### src/hw/inc_pkg.sv
/*
  package: opcodes, operand fields, register map, flag positions and
  address windows for the increment execution block.
  assumes: nothing beyond a SystemVerilog compiler.
*/
package inc_pkg;
  // ----------------------------------------------------------------
  // instruction fields
  // ----------------------------------------------------------------
  localparam logic [5:0] OP_INC = 6'h0A;   // 0010 10da
  localparam logic [5:0] OP_INZ = 6'h0F;   // 0011 11da
  localparam logic [5:0] OP_INNZ = 6'h12;  // 0100 10da
  localparam int OPC_HI = 15;
  localparam int OPC_LO = 10;
  localparam int DEST_BIT = 9;
  localparam int ACC_BIT = 8;
  localparam int ADDR_HI = 7;
  localparam logic [7:0] IDX_LIMIT = 8'h5F;  // 95, highest indexed offset
  localparam logic [7:0] ACC_SPLIT = 8'h60;  // low access ram below this
  localparam logic [3:0] ACC_HI_BANK = 4'hF;
  localparam logic [3:0] ACC_LO_BANK = 4'h0;
  // ----------------------------------------------------------------
  // kinds of work
  // ----------------------------------------------------------------
  localparam logic [1:0] K_NONE = 2'h0;
  localparam logic [1:0] K_INC = 2'h1;
  localparam logic [1:0] K_INZ = 2'h2;
  localparam logic [1:0] K_INNZ = 2'h3;
  // ----------------------------------------------------------------
  // flag positions in the status register
  // ----------------------------------------------------------------
  localparam int F_C = 0;
  localparam int F_DC = 1;
  localparam int F_Z = 2;
  localparam int F_OV = 3;
  localparam int F_N = 4;
  localparam int FLAG_W = 5;
  // ----------------------------------------------------------------
  // register map, byte addresses
  // ----------------------------------------------------------------
  localparam int AW = 5;
  localparam logic [4:0] R_CTRL = 5'h00;
  localparam logic [4:0] R_BANK = 5'h04;
  localparam logic [4:0] R_WREG = 5'h08;
  localparam logic [4:0] R_FLAGS = 5'h0C;
  localparam logic [4:0] R_INDEX = 5'h10;
  localparam logic [4:0] R_INFO = 5'h14;
  localparam logic [1:0] RESP_OK = 2'h0;
  localparam logic [1:0] RESP_ERR = 2'h2;
  localparam logic [7:0] WREG_RST = 8'h00;
  localparam logic [11:0] INDEX_RST = 12'h000;
endpackage

### src/hw/inc_exec.sv
/*
  inc_exec: executes the three increment instructions of the core,
  with an axi4-lite slave for bank, working register, flags and mode.
  assumes: one instruction offered at a time on instr_valid while
  instr_ready is high; file_rdata valid one cycle after file_re.
*/
// How it works
// - plain increment adds one to the file byte and updates five flags
// - destination bit zero writes the working register, one writes back
// - access bit zero uses the access bank, one uses the bank register
// - access zero with extended mode and offset up to 95 adds index base
// - skip-on-zero increments without flags, discards next if zero
// - skip-on-nonzero increments without flags, discards next if nonzero
// - any eight-bit address and both operand bits are accepted
`timescale 1ns/1ps
module inc_exec (
  input wire logic mclk,
  input wire logic rst,
  input wire logic instr_valid,
  input wire logic [15:0] instr,
  output logic instr_ready,
  output logic [11:0] file_addr,
  output logic file_re,
  input wire logic [7:0] file_rdata,
  output logic file_we,
  output logic [7:0] file_wdata,
  output logic discard,
  input wire logic [4:0] s_awaddr,
  input wire logic s_awvalid,
  output logic s_awready,
  input wire logic [31:0] s_wdata,
  input wire logic [3:0] s_wstrb,
  input wire logic s_wvalid,
  output logic s_wready,
  output logic [1:0] s_bresp,
  output logic s_bvalid,
  input wire logic s_bready,
  input wire logic [4:0] s_araddr,
  input wire logic s_arvalid,
  output logic s_arready,
  output logic [31:0] s_rdata,
  output logic [1:0] s_rresp,
  output logic s_rvalid,
  input wire logic s_rready
);
  typedef enum logic [3:0] {
    S_IDLE = 4'b0001,
    S_RD = 4'b0010,
    S_EX = 4'b0100,
    S_NOP = 4'b1000
  } state_e;

  typedef struct packed {
    state_e st;
    logic [1:0] kind;
    logic dbit;
    logic [11:0] addr;
    logic rdy;
    logic re;
    logic we;
    logic [7:0] wdata;
    logic discard;
    logic ext_en;
    logic [3:0] bank;
    logic [7:0] wreg;
    logic [4:0] flags;
    logic [11:0] index;
    logic [7:0] last_res;
    logic last_skip;
    logic aw_h;
    logic [4:0] awa;
    logic w_h;
    logic [31:0] wd;
    logic [3:0] ws;
    logic awrdy;
    logic wrdy;
    logic bvalid;
    logic [1:0] bresp;
    logic arrdy;
    logic rvalid;
    logic [1:0] rresp;
    logic [31:0] rdata;
  } st_s;

  st_s s_r;
  st_s s_nxt;
  logic [7:0] alu_res;
  logic [4:0] alu_flags;

  // ----------------------------------------------------------------
  // helpers
  // ----------------------------------------------------------------
  // opcode to kind of work
  function automatic logic [1:0] kind_of(input logic [5:0] opc);
    case (opc)
      inc_pkg::OP_INC: kind_of = inc_pkg::K_INC;
      inc_pkg::OP_INZ: kind_of = inc_pkg::K_INZ;
      inc_pkg::OP_INNZ: kind_of = inc_pkg::K_INNZ;
      default: kind_of = inc_pkg::K_NONE;
    endcase
  endfunction

  // register map decode, shared by read and write paths
  function automatic logic mapped(input logic [4:0] a);
    mapped = (a == inc_pkg::R_CTRL) || (a == inc_pkg::R_BANK) || (a == inc_pkg::R_WREG)
      || (a == inc_pkg::R_FLAGS) || (a == inc_pkg::R_INDEX) || (a == inc_pkg::R_INFO);
  endfunction

  // full 12-bit operand address from f, a, bank and mode
  function automatic logic [11:0] eff_addr(input logic [7:0] f, input logic a,
                                           input logic ext, input logic [3:0] bank,
                                           input logic [11:0] idx);
    if (a) begin
      eff_addr = {bank, f};
    end else if (ext && (f <= inc_pkg::IDX_LIMIT)) begin
      eff_addr = idx + {4'h0, f};
    end else if (f < inc_pkg::ACC_SPLIT) begin
      eff_addr = {inc_pkg::ACC_LO_BANK, f};
    end else begin
      eff_addr = {inc_pkg::ACC_HI_BANK, f};
    end
  endfunction

  inc_alu u_alu (
    .opnd(file_rdata),
    .res(alu_res),
    .flags(alu_flags)
  );

  // ----------------------------------------------------------------
  // next state
  // ----------------------------------------------------------------
  // execution sequence, then the register slave
  always_comb begin
    logic skip;
    logic [31:0] rv;
    skip = 1'b0;
    rv = '0;
    s_nxt = s_r;
    s_nxt.re = 1'b0;
    s_nxt.we = 1'b0;
    s_nxt.discard = 1'b0;
    case (s_r.st)
      S_IDLE: begin
        if (instr_valid) begin
          s_nxt.kind = kind_of(instr[inc_pkg::OPC_HI:inc_pkg::OPC_LO]);
          s_nxt.dbit = instr[inc_pkg::DEST_BIT];
          // every f of 0..255 with any d and a is legal
          s_nxt.addr = eff_addr(instr[inc_pkg::ADDR_HI:0], instr[inc_pkg::ACC_BIT],
                                s_r.ext_en, s_r.bank, s_r.index);
          if (s_nxt.kind != inc_pkg::K_NONE) begin
            s_nxt.st = S_RD;
            s_nxt.re = 1'b1;
          end
        end
      end
      S_RD: begin
        s_nxt.st = S_EX;
      end
      S_EX: begin
        s_nxt.last_res = alu_res;
        if (s_r.dbit) begin
          s_nxt.we = 1'b1;
          s_nxt.wdata = alu_res;
        end else begin
          s_nxt.wreg = alu_res;
        end
        if (s_r.kind == inc_pkg::K_INC) begin
          s_nxt.flags = alu_flags;
        end
        skip = ((s_r.kind == inc_pkg::K_INZ) && (alu_res == 8'h00))
          || ((s_r.kind == inc_pkg::K_INNZ) && (alu_res != 8'h00));
        s_nxt.last_skip = skip;
        s_nxt.discard = skip;
        s_nxt.st = skip ? S_NOP : S_IDLE;
      end
      S_NOP: begin
        s_nxt.st = S_IDLE;                     // no-operation in the second cycle
      end
      default: begin
        s_nxt.st = S_IDLE;
      end
    endcase
    // write address and data land in either order
    if (s_awvalid && s_r.awrdy) begin
      s_nxt.aw_h = 1'b1;
      s_nxt.awa = s_awaddr;
    end
    if (s_wvalid && s_r.wrdy) begin
      s_nxt.w_h = 1'b1;
      s_nxt.wd = s_wdata;
      s_nxt.ws = s_wstrb;
    end
    if (s_r.bvalid && s_bready) begin
      s_nxt.bvalid = 1'b0;
    end
    if (s_r.aw_h && s_r.w_h && !s_r.bvalid) begin
      s_nxt.aw_h = 1'b0;
      s_nxt.w_h = 1'b0;
      s_nxt.bvalid = 1'b1;
      s_nxt.bresp = mapped(s_r.awa) ? inc_pkg::RESP_OK : inc_pkg::RESP_ERR;
      // software loses to a hardware update in the same cycle
      if (s_r.ws[0]) begin
        case (s_r.awa)
          inc_pkg::R_CTRL: s_nxt.ext_en = s_r.wd[0];
          inc_pkg::R_BANK: s_nxt.bank = s_r.wd[3:0];
          inc_pkg::R_WREG: if (s_r.st != S_EX) s_nxt.wreg = s_r.wd[7:0];
          inc_pkg::R_FLAGS: if (s_r.st != S_EX) s_nxt.flags = s_r.wd[4:0];
          inc_pkg::R_INDEX: s_nxt.index[7:0] = s_r.wd[7:0];
          default: s_nxt.ext_en = s_r.ext_en;
        endcase
      end
      if (s_r.ws[1] && (s_r.awa == inc_pkg::R_INDEX)) begin
        s_nxt.index[11:8] = s_r.wd[11:8];
      end
    end
    // read channel
    if (s_r.rvalid && s_rready) begin
      s_nxt.rvalid = 1'b0;
    end
    if (s_arvalid && s_r.arrdy) begin
      case (s_araddr)
        inc_pkg::R_CTRL: rv = {31'h0000_0000, s_r.ext_en};
        inc_pkg::R_BANK: rv = {28'h000_0000, s_r.bank};
        inc_pkg::R_WREG: rv = {24'h00_0000, s_r.wreg};
        inc_pkg::R_FLAGS: rv = {27'h000_0000, s_r.flags};
        inc_pkg::R_INDEX: rv = {20'h0_0000, s_r.index};
        inc_pkg::R_INFO: rv = {22'h00_0000, s_r.last_skip, s_r.st != S_IDLE, s_r.last_res};
        default: rv = '0;
      endcase
      s_nxt.rvalid = 1'b1;
      s_nxt.rdata = rv;
      s_nxt.rresp = mapped(s_araddr) ? inc_pkg::RESP_OK : inc_pkg::RESP_ERR;
    end
    s_nxt.awrdy = !s_nxt.aw_h;
    s_nxt.wrdy = !s_nxt.w_h;
    s_nxt.arrdy = !s_nxt.rvalid;
    s_nxt.rdy = (s_nxt.st == S_IDLE);
  end

  // ----------------------------------------------------------------
  // state register
  // ----------------------------------------------------------------
  // reset leaves both slots empty and the unit idle
  always_ff @(posedge mclk or posedge rst) begin
    if (rst) begin
      s_r <= '0;
      s_r.st <= S_IDLE;
      s_r.rdy <= 1'b1;
      s_r.awrdy <= 1'b1;
      s_r.wrdy <= 1'b1;
      s_r.arrdy <= 1'b1;
      s_r.wreg <= inc_pkg::WREG_RST;
      s_r.index <= inc_pkg::INDEX_RST;
    end else begin
      s_r <= s_nxt;
    end
  end

  // outputs straight from the state flops
  assign instr_ready = s_r.rdy;
  assign file_addr = s_r.addr;
  assign file_re = s_r.re;
  assign file_we = s_r.we;
  assign file_wdata = s_r.wdata;
  assign discard = s_r.discard;
  assign s_awready = s_r.awrdy;
  assign s_wready = s_r.wrdy;
  assign s_bvalid = s_r.bvalid;
  assign s_bresp = s_r.bresp;
  assign s_arready = s_r.arrdy;
  assign s_rvalid = s_r.rvalid;
  assign s_rdata = s_r.rdata;
  assign s_rresp = s_r.rresp;
endmodule

### src/hw/inc_alu.sv
/*
  inc_alu: adds one to an operand byte and works out the flags.
  assumes: purely combinational, driven by the execution unit.
*/
`timescale 1ns/1ps
module inc_alu (
  input wire logic [7:0] opnd,
  output logic [7:0] res,
  output logic [4:0] flags
);
  // ----------------------------------------------------------------
  // increment and flag rules
  // ----------------------------------------------------------------
  // carry out of bit 7 and bit 3, signed wrap from 7f
  always_comb begin
    res = opnd + 8'h01;
    flags = '0;
    flags[inc_pkg::F_C] = (opnd == 8'hFF);
    flags[inc_pkg::F_DC] = (opnd[3:0] == 4'hF);
    flags[inc_pkg::F_Z] = (res == 8'h00);
    flags[inc_pkg::F_OV] = (opnd == 8'h7F);
    flags[inc_pkg::F_N] = res[7];
  end
endmodule

### config.mk
export PLATFORM = sky130hd
export DESIGN_NAME = inc_exec
export DESIGN_NICKNAME = d
export VERILOG_FILES = /design/src/hw/inc_pkg.sv /design/src/hw/inc_exec.sv /design/src/hw/inc_alu.sv
export SDC_FILE = /design/constraint.sdc
export NUM_CORES = 1
export LEC_CHECK = 0
export ABC_AREA = 0
export BUFFER_PORTS_ARGS = -buffer_cell sky130_fd_sc_hd__buf_2
export CAP_MARGIN = 15
export CORE_ASPECT_RATIO = 2
export CORE_UTILIZATION = 54
export DETAILED_ROUTE_END_ITERATION = 8
export GPL_ROUTABILITY_DRIVEN = 0
export MAX_ROUTING_LAYER = met4
export PLACE_DENSITY_LB_ADDON = 0.05
export REMOVE_ABC_BUFFERS = 1
export SLEW_MARGIN = 10
export SYNTH_ARGS = -nofsm -noshare
export SYNTH_HDL_FRONTEND = slang
export SYNTH_SLANG_ARGS = --single-unit
### constraint.sdc
create_clock -name mclk -period 4.4 [get_ports mclk]
set_input_delay 0.22 -clock mclk [delete_from_list [all_inputs] [get_ports mclk]]
set_output_delay 0.22 -clock mclk [all_outputs]
set_load 0.05 [all_outputs]
=== Word level (Yosys, flattened, before mapping) ===
Index checks and enable logic that the tools add are counted.
Widths: inputs -> output; s select.

* Logic and storage cells: 135
* Input port bits: 78
* Register bits: 154
* Output and inout port bits: 65

* Eq/ne operators: 25
* Add/sub/neg operators: 2
* Reduce and logical (&&, ||, !) cells: 38
* Muxes and demuxes: 38
* Order comparisons: 2

{| class="wikitable"
|+ Operator list
! kind !! number
|-
| $pmux 12 s6 || 1
|-
| $mux 8 || 5
|-
| $mux 37 || 1
|-
| $mux 12 || 3
|-
| $mux 35 || 1
|-
| $mux 13 || 2
|-
| $mux 25 || 1
|-
| $eq 5x4->1 const B || 4
|-
| $eq 5x5->1 const B || 4
|-
| $mux 19 || 1
|-
| $mux 5 || 3
|-
| $add 12x8->12 || 1
|-
| $eq 6x4->1 const B || 2
|-
| $mux 4 || 3
|-
| $pmux 4 s3 || 1
|-
| $logic_and 1x1->1 || 11
|-
| $logic_or 1x1->1 || 11
|-
| $eq 5x3->1 const B || 2
|-
| $logic_not 5->1 || 2
|-
| $mux 10 || 1
|-
| $mux 9 || 1
|-
| $reduce_and 3->1 || 3
|-
| $add 8x1->8 const B || 1
|-
| $eq 4x1->1 const B || 2
|-
| 22 further kinds || 38
|}

=== Depth between registers and ports, before layout ===
Gate-level depths: netlist of the first run.

* Word-level depth: 9
* Mapped depth: 7
* Mapped depth without buffers: 7

=== By module ===
A second synthesis of the first run with hierarchy kept.

* Cell total of the unflattened synthesis: 538
* Area total of the unflattened synthesis: 5735.5 um^2

{| class="wikitable"
|+ By module, submodules not included
! module !! area each (um^2) !! sequential area each (um^2) !! cells an instance !! times used
|-
| inc_exec || 5557.8 || 2758.9 || 513 || 1
|-
| inc_alu || 177.7 || 0.0 || 25 || 1
|}

=== Worst setup path after synthesis of the first run ===
Ideal clock, no wire load.

* Path kind: reg-to-reg
* From: register s_r[150] (netlist bit)
* To: register s_r (netlist bit file_addr[11])
* Clock period less this slack: 2.019 ns
* Arrival: 1.899 ns
* Library setup time: 0.120 ns
* Stages on the path, launching flop included: 7
* Path buffers: 1
* Slack: 2.381 ns
* Data required time: 4.280 ns
* Path through: dfstp_2 > nor4b_2 > and2_1 > buf_2 > mux2_2 > a31o_2 > a31o_2

* Cells in the longest elaborated chain, start to end: 2

{| class="wikitable"
|+ Ends and longest elaborated chain
! what !! line !! text
|-
| start: declaration || inc_exec.sv:85 || <nowiki>st_s s_r;</nowiki>
|-
| start signal: assignment || inc_exec.sv:256 || <nowiki>s_r <= s_nxt;</nowiki>
|-
| $eq 4x1->1 || inc_exec.sv:143 || <nowiki>case (s_r.st)</nowiki>
|-
| $reduce_and 2->1 (no source line) || - ||
|}

Every way passes these cells.
A chain may end at the register's enable or synchronous reset.

=== Worst setup path in the final report of the first run ===
Ends and elaborated chain as after synthesis.

==> flow_summary_export.csv, run 1 <==
group,metric,value,unit
grt,grt_first_pass_wirelength,20650,um
final_layout,seq_area,0.002759,mm2
synthesis,yosys_warnings,0,
sta,fin_ws,1.860,ns
sta,worstMarginPinSlew,0.9148,ns
synthesis,async_flop_share,1.000,
final_layout,fillerInstances,936,
die,die_area,0.01111,mm2
critical_path,crit_chain,"nor4b_2 -> and2_1 -> mux2_2 -> a31o_2 -> a31o_2",
cts,ctsResizeCount,0,
synthesis,synthMostInstantiatedCell,"dfrtp_1",
route,ant_nets,0,
critical_path,cpMaxStageDelayCell,"nor4b_2",
synthesis,synthesis.area,0.005761,mm2
cts,clkLatencyLatePin,0.34,ns
cts,path_clk_slew,0.07,ns
route,num_vias,4305,
route,first_pass_iters,5,
critical_path,cp_common_cell,"a31o_2",
final_layout,synthToLayoutAreaGrowth,9.557,%
cts,cts_tree,"yes",
synthesis,netlist_top_cells_area,"dfrtp_1, buf_4, mux2_2",
synthesis,ys_seq_elements,110,
sta,maxSlewHeadroom,0.3868,
sta,fin_crit,2.540,ns
critical_path,max_stage_delay,0.62,ns
run_status,status,"completed",
sta,hold_viol,0,
sta,rsz0062_at_grt,"false",
sta,finalClockSkew,0.006800,ns
final_layout,fin_area,0.006311,mm2
cts,cts_sinks,110,
sta,final_max_slew_viol_count,0,
die,die_w,75.04,um
pwr,ir_drop,0.0004289,V
die,pin_count,143,
die,coreArea,0.01041,mm2
synthesis,syn_avg_cell_area,10.20,um2
critical_path,crit_required,4.64,ns
synthesis,syn_inst,565,
die,start_util,0.5533,
place,placed_area,0.006016,mm2
cts,postCtsSetupBuffers,0,
synthesis,ys_types,62,
cts,htreeDepth,3,
synthesis,yosys.area.top_type,"dfrtp_1",
place,dpl.hpwl,10010,um
sta,setup_viol,0,
critical_path,endpoint_kind,"register",
route,avgViaCountPerCell,5.635,
hold_path,holdCritPathClass,"primary input to async pin",
critical_path,crit_arrival,2.78,ns
cts,holdBufCountCts,0,
grt,antenna_found_initial,0,
route,drt_iter0_drc,241,
critical_path,start_kind,"register",
route,routedWlPerCell,16.97,um
die,die_height,148.1,um
cts,cts_buffer_depth,2,
grt,grt_max_degree,69,
cts,cts_buffers,9,
grt,grt_overflow_total,0,
final_layout,multiInputGateArea,0.002502,mm2
sta,setup_tns,0,ns
place,dp_slack,1.872,ns
flow_run,maxCapViolations,0,
die,rows,53,
final_layout,drive_gt1_frac,0.2727,
synthesis,ys_seq_area_frac,0.4789,
synthesis,synth_top_area_frac,0.4561,
sta,period_share,0.5774,
place,port_buffers,98,
route,drc,0,
grt,grt_pass1_vias,4225,
synthesis,netlist_top_cells_count,"dfrtp_1, nand2_1, buf_4",
cts,clock-root-buffer,"clkbuf_16",
pwr,p_per_area,479.4,mW/mm2
critical_path,worst-setup-path-type,"register to register",
sta,max_freq,393.6,MHz
synthesis,synth_edf_count,0,
route,wl,12960,um
grt,track_usage,0.2563,
critical_path,crit_fanout,8,
synthesis,synthFlopType,"dfrtp_1",
final_layout,n_antenna_cell,0,
final_layout,nets,711,
pwr,p_leak,2.943,nW
[report_power, final]
group          switching, mW  internal [mW]  total (mW)
logic                  0.516          0.309       0.826
clock network          0.365          0.420       0.785
registers              0.182           1.23        1.41
total                   1.06           1.96        3.03
[metal layers]
metal | wire length [um] | global-route usage | vias up
met5 | 0 | - | -
met4 | 592 | 0.1387 | 0
met3 | 572 | 0.03523 | 30
met2 | 7010 | 0.4374 | 133
met1 | 4787 | 0.2784 | 2103
li1 | - | - | 2039
[sequential cells by signal, summed over array words and instances, names as in the netlist]
signal,flops
s_wready,1
s_r,67
file_we,1
s_bresp,1
s_awready,1
file_addr,12
s_arready,1
file_re,1
discard,1
s_rdata,12
s_rvalid,1
instr_ready,1
file_wdata,8
s_rresp,1
s_bvalid,1
[worst max-delay path, delay by kind of cell, from the launching register on]
family,cells,cell delay (ns)
AOI/OAI and AO/OA,2,0.41
DFF,1,0.56
muxes,1,0.38
and+or+nand+nor,2,1.08
[per-stage QoR]
step	total power [mW]	hold WS, ns	cells	utilization
floorplan	2.008	0.3164	510	-
global placement	2.230	0.4005	748	0.5778
detailed placement	2.260	0.4010	748	0.5778
CTS	3.054	0.03162	764	0.6062
global route	3.199	0.06784	764	0.6062
finish	3.026	0.03963	764	0.6062
[worst paths after layout]
kind                         startpoint  cells past startpoint  slack, ns       endpoint
setup / recovery               s_r[150]                      5       1.86  file_addr[11]
hold / removal                      rst                      2       0.04  file_wdata[6]
setup reg to reg               s_r[150]                      5       1.86  file_addr[11]
hold reg to reg            file_addr[0]                      2       0.48   file_addr[0]
max in group asynchronous           rst                      3       3.28      s_awready
min in group mclk              s_bready                      2       0.05       s_bvalid
[logic make-up (layout without fill, tap and decap cells)]
family	after synthesis	count (layout)	synth area share
fa+ha+maj	11	11	0.02520
compound gates	124	124	0.1355
simple gates	166	166	0.1494
xor+xnor	15	15	0.02281
mux	44	44	0.08710
buf+inv	94	135	0.1003
flops	110	110	0.4789
other cells	1	22	0.0006510
[area by class of cell]
| class | count | area share |
|---|---|---|
| inverters | 18 | 0.01110 |
| repair buffers | 101 | 0.08128 |
| clock inverters | 5 | 0.006741 |
| flip-flops and latches | 110 | 0.4372 |
| well taps | 137 | 0.02716 |
| clock buffers | 11 | 0.04005 |
| multi-input cells | 382 | 0.3965 |
[placed cells by master (no fill, tap or decap), drive strengths merged, types with 7 or more instances in the layout]
| cell | netlist | routed |
|---|---|---|
| a21oi | 16 | 16 |
| a222oi | 7 | 7 |
| buf | 62 | 101 |
| clkbuf | 14 | 11 |
| conb | 1 | 22 |
| dfrtp | 105 | 105 |
| ha | 10 | 10 |
| inv | 18 | 19 |
| mux2 | 36 | 36 |
| mux2i | 7 | 7 |
| nand2 | 77 | 77 |
| nor2 | 23 | 23 |
| nor3 | 14 | 14 |
| o21ai | 57 | 57 |
| xnor2 | 8 | 8 |
| xor2 | 7 | 7 |
(Power assumes the default switching activity.)
==> run 2: changes to the inputs <==
- CORE_UTILIZATION: 54 -> 49
- clock period: 4.4 -> 2.1 ns (I/O delays scaled with it)
==> flow_summary_export.csv, run 2 (same netlist as run 1, synthesis figures left out) <==
group,metric,value,unit
pwr,p_switching,2.304,mW
place,port_buffers,98,
cts,cts_tree,"yes",
sta,final_max_slew_viol_count,0,
place,dp_slack,-0.03304,ns
pwr,p_comb_frac,0.290,
critical_path,start_kind,"register",
pwr,p_clk_frac,0.249,
grt,grt_overflow_total,0,
sta,max_freq,504.0,MHz
die,coreArea,0.01135,mm2
critical_path,cpMaxStageDelayCell,"dfrtp_1",
pwr,p_leak,3.143,nW
pwr,switching_share,0.3555,
critical_path,endpoint_kind,"register",
pwr,power.internal,4.177,mW
final_layout,post-route-util,0.5934,
cts,cts_buffers,9,
pwr,ir_drop,0.0007454,V
route,drc,0,
route,avgViaCountPerCell,5.393,
sta,period_share,0.9449,
final_layout,n_antenna_cell,0,
critical_path,reg2reg_depth,8,
die,die_height,155.3,um
pwr,p_per_area,961.8,mW/mm2
sta,hold_viol,0,
cts,postCtsSetupBuffers,0,
die,rows,55,
route,first_pass_iters,4,
final_layout,final_common_cell,"dfrtp_1",
cts,cts_sinks,110,
final_layout,largest_reg_flops,67,
critical_path,worstSetupPathDepth,8,
critical_path,r2r_start,"s_r[93]",
die,die_area,0.01222,mm2
route,wl_met3,450,um
sta,worstMarginPinSlew,0.6763,ns
route,ant_nets,0,
hold_path,holdCritStartpoint,"s_wdata[9]",
route,routedWlPerCell,17.14,um
grt,antenna_found_initial,0,
sta,rsz0062_at_grt,"false",
final_layout,top_register,"s_r",
grt,grt_pass1_vias,4553,
route,wl_met1,5396,um
final_layout,final_cell_mix,"dfrtp_1, buf_2, nand2_1",
critical_path,critPathTopFamily,"compound AO/OA/AOI/OAI gates",
critical_path,max_stage_delay,0.39,ns
grt,grt_first_pass_wirelength,22520,um
sta,maxSlewHeadroom,0.5491,
sta,holdWs,0.01249,ns
cts,cts_buffer_depth,2,
critical_path,worst-path-buf-inv,1,
sta,fin_ws,0.1158,ns
final_layout,stdcell_count,814,
final_layout,multiInputGateArea,0.002536,mm2
route,num_vias,4390,
die,die_w,78.67,um
critical_path,crit_required,2.37,ns
place,post-place-cells,777,
route,top_layer_used,"met4",
grt,grt_max_degree,48,
final_layout,seq_area,0.002759,mm2
final_layout,synthToLayoutAreaGrowth,16.96,%
hold_path,worstHoldPathCells,2,
cts,path_clk_slew,0.07,ns
route,drt_iter0_drc,272,
critical_path,crit_chain,"ha_1 -> fa_2 -> a21o_1 -> a221oi_2 -> buf_4 -> o21ai_0 -> xnor2_1 -> o21ai_1",
pwr,p_total,6.481,mW
route,wl,13960,um
final_layout,fillerInstances,1069,
hold_path,holdCritPathClass,"primary input to register",
final_layout,drive_gt1_frac,0.2946,
pwr,seqPwrFrac,0.461,
grt,track_usage,0.2516,
critical_path,crit_fanout,3,
route,wl_met2,7476,um
cts,clkLatencyLatePin,0.35,ns
die,pin_count,143,
final_layout,nets,756,
run_status,status,"completed",
cts,htreeDepth,3,
critical_path,crit_arrival,2.26,ns
cts,clock-root-buffer,"clkbuf_16",
critical_path,crit_path_start,"s_r[93]",
sta,setup_viol,0,
sta,finalClockSkew,0.007141,ns
flow_run,maxCapViolations,0,
critical_path,worst-setup-path-type,"register to register",
sta,fin_crit,1.984,ns
place,dpl.hpwl,10700,um
die,start_util,0.5073,
==> run 2: changes by cell type in the layout (fill, tap and decap cells not counted), sizes merged <==
cell	delta
buf	+24
clkinv	-1
inv	-1
clkinvlp	+2
dlygate4sd3	+21
==> run 2: final cells by class <==
type                    count  share of cell area
clock buffers              11             0.03603
repair buffers            146              0.1359
inverters                  18             0.01040
multi-input cells         382              0.3764
well taps                 142             0.02637
clock inverters             5            0.005385
flip-flops and latches    110              0.4095
==> run 2: worst register-to-register path: stages (launching register included) <==
cell and delay (ns):
dfrtp_1 0.39, ha_1 0.21, fa_2 0.36, a21o_1 0.20, a221oi_2 0.21, buf_4 0.17
o21ai_0 0.11, xnor2_1 0.14, o21ai_1 0.13
==> run 2: routing by layer <==
layer / vias up / track usage
li1: 2122 / -
met2: 120 / 0.4340
met4: 0 / 0.1455
met3: 31 / 0.02757
met1: 2117 / 0.2752
met5: - / -
==> run 2: through the flow <==
stage	cell area [um2]	setup TNS (ns)
after floorplan	5329	-95.06
after CTS	6694	0
after global placement	6215	0
after global routing	6738	0
final	6738	0
after detailed placement	6215	-0.03304
==> run 2: power by group through the flow <==
| stage | clock network, mW | registers (mW) | logic [mW] |
|---|---|---|---|
| 6_report | 1.61 | 2.98 | 1.88 |
| 3_3_place_gp | 0 | 3.00 | 1.78 |
| 3_5_place_dp | 0 | 3.02 | 1.82 |
| 4_1_cts | 1.66 | 2.98 | 1.85 |
| 2_1_floorplan | 0 | 3.17 | 1.04 |
| 5_1_grt | 1.74 | 3.05 | 2.06 |
==> run 2: final timing paths <==
path,endpoint,slack [ns]
worst max-delay path,file_addr[8],0.12
worst min register to register,file_wdata[2],0.48
min in group asynchronous,s_r[106],0.27
worst max register to register,file_addr[8],0.12
worst min-delay path,s_r[54],0.01
max in group asynchronous,s_r[150],1.16
==> run 2: what timing repair did <==
action / 4_1_cts / 5_1_grt
hold buffers: 20 / 1
gates cloned: 0 / 0
gates resized for setup: 1 / 7
endpoints found under the hold margin: 39 / 1
setup endpoints to repair: 1 / 13
==> run 3: changes to the inputs <==
- BUFFER_PORTS_ARGS: -buffer_cell sky130_fd_sc_hd__buf_2 -> default
- CORE_UTILIZATION: 49 -> 58
- DONT_BUFFER_PORTS: default -> 1
==> flow_summary_export.csv, run 3 (same netlist as run 1, synthesis figures left out) <==
group,metric,value,unit
critical_path,endpoint_kind,"register",
hold_path,holdCritStartpoint,"instr[4]",
sta,fin_crit,2.008,ns
sta,setup_viol,0,
pwr,p_leak,2.799,nW
run_status,status,"completed",
die,die_height,142.9,um
sta,final_max_slew_viol_count,0,
critical_path,crit_fanout,5,
grt,grt_max_degree,47,
critical_path,start_kind,"register",
sta,hold_viol,0,
final_layout,nets,669,
critical_path,ff2ff_setup_slack,0.09,ns
route,avgViaCountPerCell,5.688,
die,pin_count,143,
grt,grt_overflow_total,0,
cts,postCtsSetupBuffers,0,
route,ant_nets,0,
final_layout,n_antenna_cell,0,
sta,worstMarginPinSlew,0.6637,ns
sta,finalClockSkew,0.007827,ns
pwr,p_per_area,995.1,mW/mm2
die,coreArea,0.009699,mm2
route,wl,13150,um
critical_path,reg2reg_depth,6,
flow_run,maxCapViolations,0,
sta,rsz0062_at_grt,"true",
final_layout,final_cell_mix,"dfrtp_1, nand2_1, o21ai_0",
hold_path,worstHoldPathCells,3,
cts,cts_buffers,9,
critical_path,worst-setup-path-type,"register to register",
grt,grt_first_pass_wirelength,21130,um
cts,cts_sinks,110,
pwr,p_total,6.309,mW
critical_path,r2r-end,"file_addr[11]",
place,dpl.hpwl,9898,um
sta,period_share,0.9562,
grt,grt_pass1_vias,4238,
final_layout,synthToLayoutAreaGrowth,10.06,%
sta,maxSlewHeadroom,0.5549,
cts,cts_tree,"yes",
critical_path,crit_path_start,"s_r[97]",
final_layout,final_common_cell,"dfrtp_1",
final_layout,drive_gt1_frac,0.1658,
hold_path,holdCritPathClass,"primary input to register",
critical_path,crit_required,2.33,ns
route,first_pass_iters,4,
pwr,ir_drop,0.0009655,V
route,drc,0,
critical_path,crit_arrival,2.24,ns
cts,path_clk_slew,0.07,ns
sta,fin_ws,0.09201,ns
critical_path,endpoint,"file_addr[11]",
die,start_util,0.5939,
cts,clkLatencyLatePin,0.34,ns
grt,antenna_found_initial,0,
cts,cts_buffer_depth,2,
die,rows,51,
cts,clock-root-buffer,"clkbuf_16",
die,die_area,0.01036,mm2
final_layout,top_register,"s_r",
route,drt_iter0_drc,206,
final_layout,largest_reg_flops,67,
critical_path,r2r_start,"s_r[97]",
place,port_buffers,0,
grt,track_usage,0.2819,
cts,htreeDepth,3,
route,num_vias,4078,
route,routedWlPerCell,18.33,um
die,die_w,72.47,um
sta,max_freq,498.0,MHz
sta,holdWs,0.009868,ns
place,dp_slack,-0.04936,ns
-- run 3: cell types whose count changed in the layout (fill, tap and decap cells not counted), moves of 2 or more --
cell,previous run,this run
buf_4,26,23
buf_2,98,0
clkinvlp_4,3,1
dlygate4sd3_1,21,35
inv_6,0,2
-- run 3: worst max-delay path, cell delays in order (launching register included) --
cell and delay (ns):
dfrtp_1 0.40, ha_1 0.36, a21o_1 0.22, a31oi_1 0.28, o221ai_1 0.18, a31o_2 0.26
a31o_2 0.20
-- run 3: through the flow --
stage          instances  TNS [ns]  instance area, um2  utilization
2_1_floorplan        510    -95.06                5329            -
3_3_place_gp         666         0                5689       0.5866
3_5_place_dp         666  -0.05734                5689       0.5866
4_1_cts              717         0                6331       0.6527
5_1_grt              717         0                6340       0.6536
6_report             717         0                6340       0.6536
-- run 3: where the power goes --
| part | internal [mW] | switching (mW) | total (mW) |
|---|---|---|---|
| Sequential | 2.58 | 0.662 | 3.25 |
| Combinational | 0.680 | 0.778 | 1.46 |
| Clock | 0.844 | 0.761 | 1.60 |
| Total | 4.11 | 2.20 | 6.31 |
-- run 3: final cells by class --
| cell class | instances | area [um2] |
|---|---|---|
| fillers | 822 | 3359 |
| flip-flops and latches | 110 | 2759 |
| multi-input cells | 382 | 2520 |
| repair buffers | 59 | 543.0 |
| clock buffers | 10 | 239.0 |
| well taps | 132 | 165.2 |
| inverters | 18 | 70.07 |
| clock inverters | 6 | 43.79 |
-- run 3: worst min-delay path by stage --
stage	to	slack, ns
2_1_floorplan	s_bvalid	0.20
3_3_place_gp	file_wdata[0]	0.07
3_5_place_dp	file_wdata[2]	0.07
4_1_cts	s_r[148]	0.0003
5_1_grt	s_r[148]	0.02
6_report	file_addr[4]	0.01
-- run 3: per-layer routing --
metal  wire, um  global-route usage  share of wire  vias up
met5          0                   -              0        -
met4        532              0.1517          0.040        0
met3        564             0.04799          0.043       30
met2       7202              0.4860           0.55      117
met1       4847              0.3021           0.37     1980
li1           -                   -              -     1951
-- run 3: repair_timing --
action	4_1_cts	5_1_grt
setup endpoints to repair	3	8
pin swaps	0	1
gates resized for setup	2	3
hold buffers	35	0
hold endpoints to repair	71	0
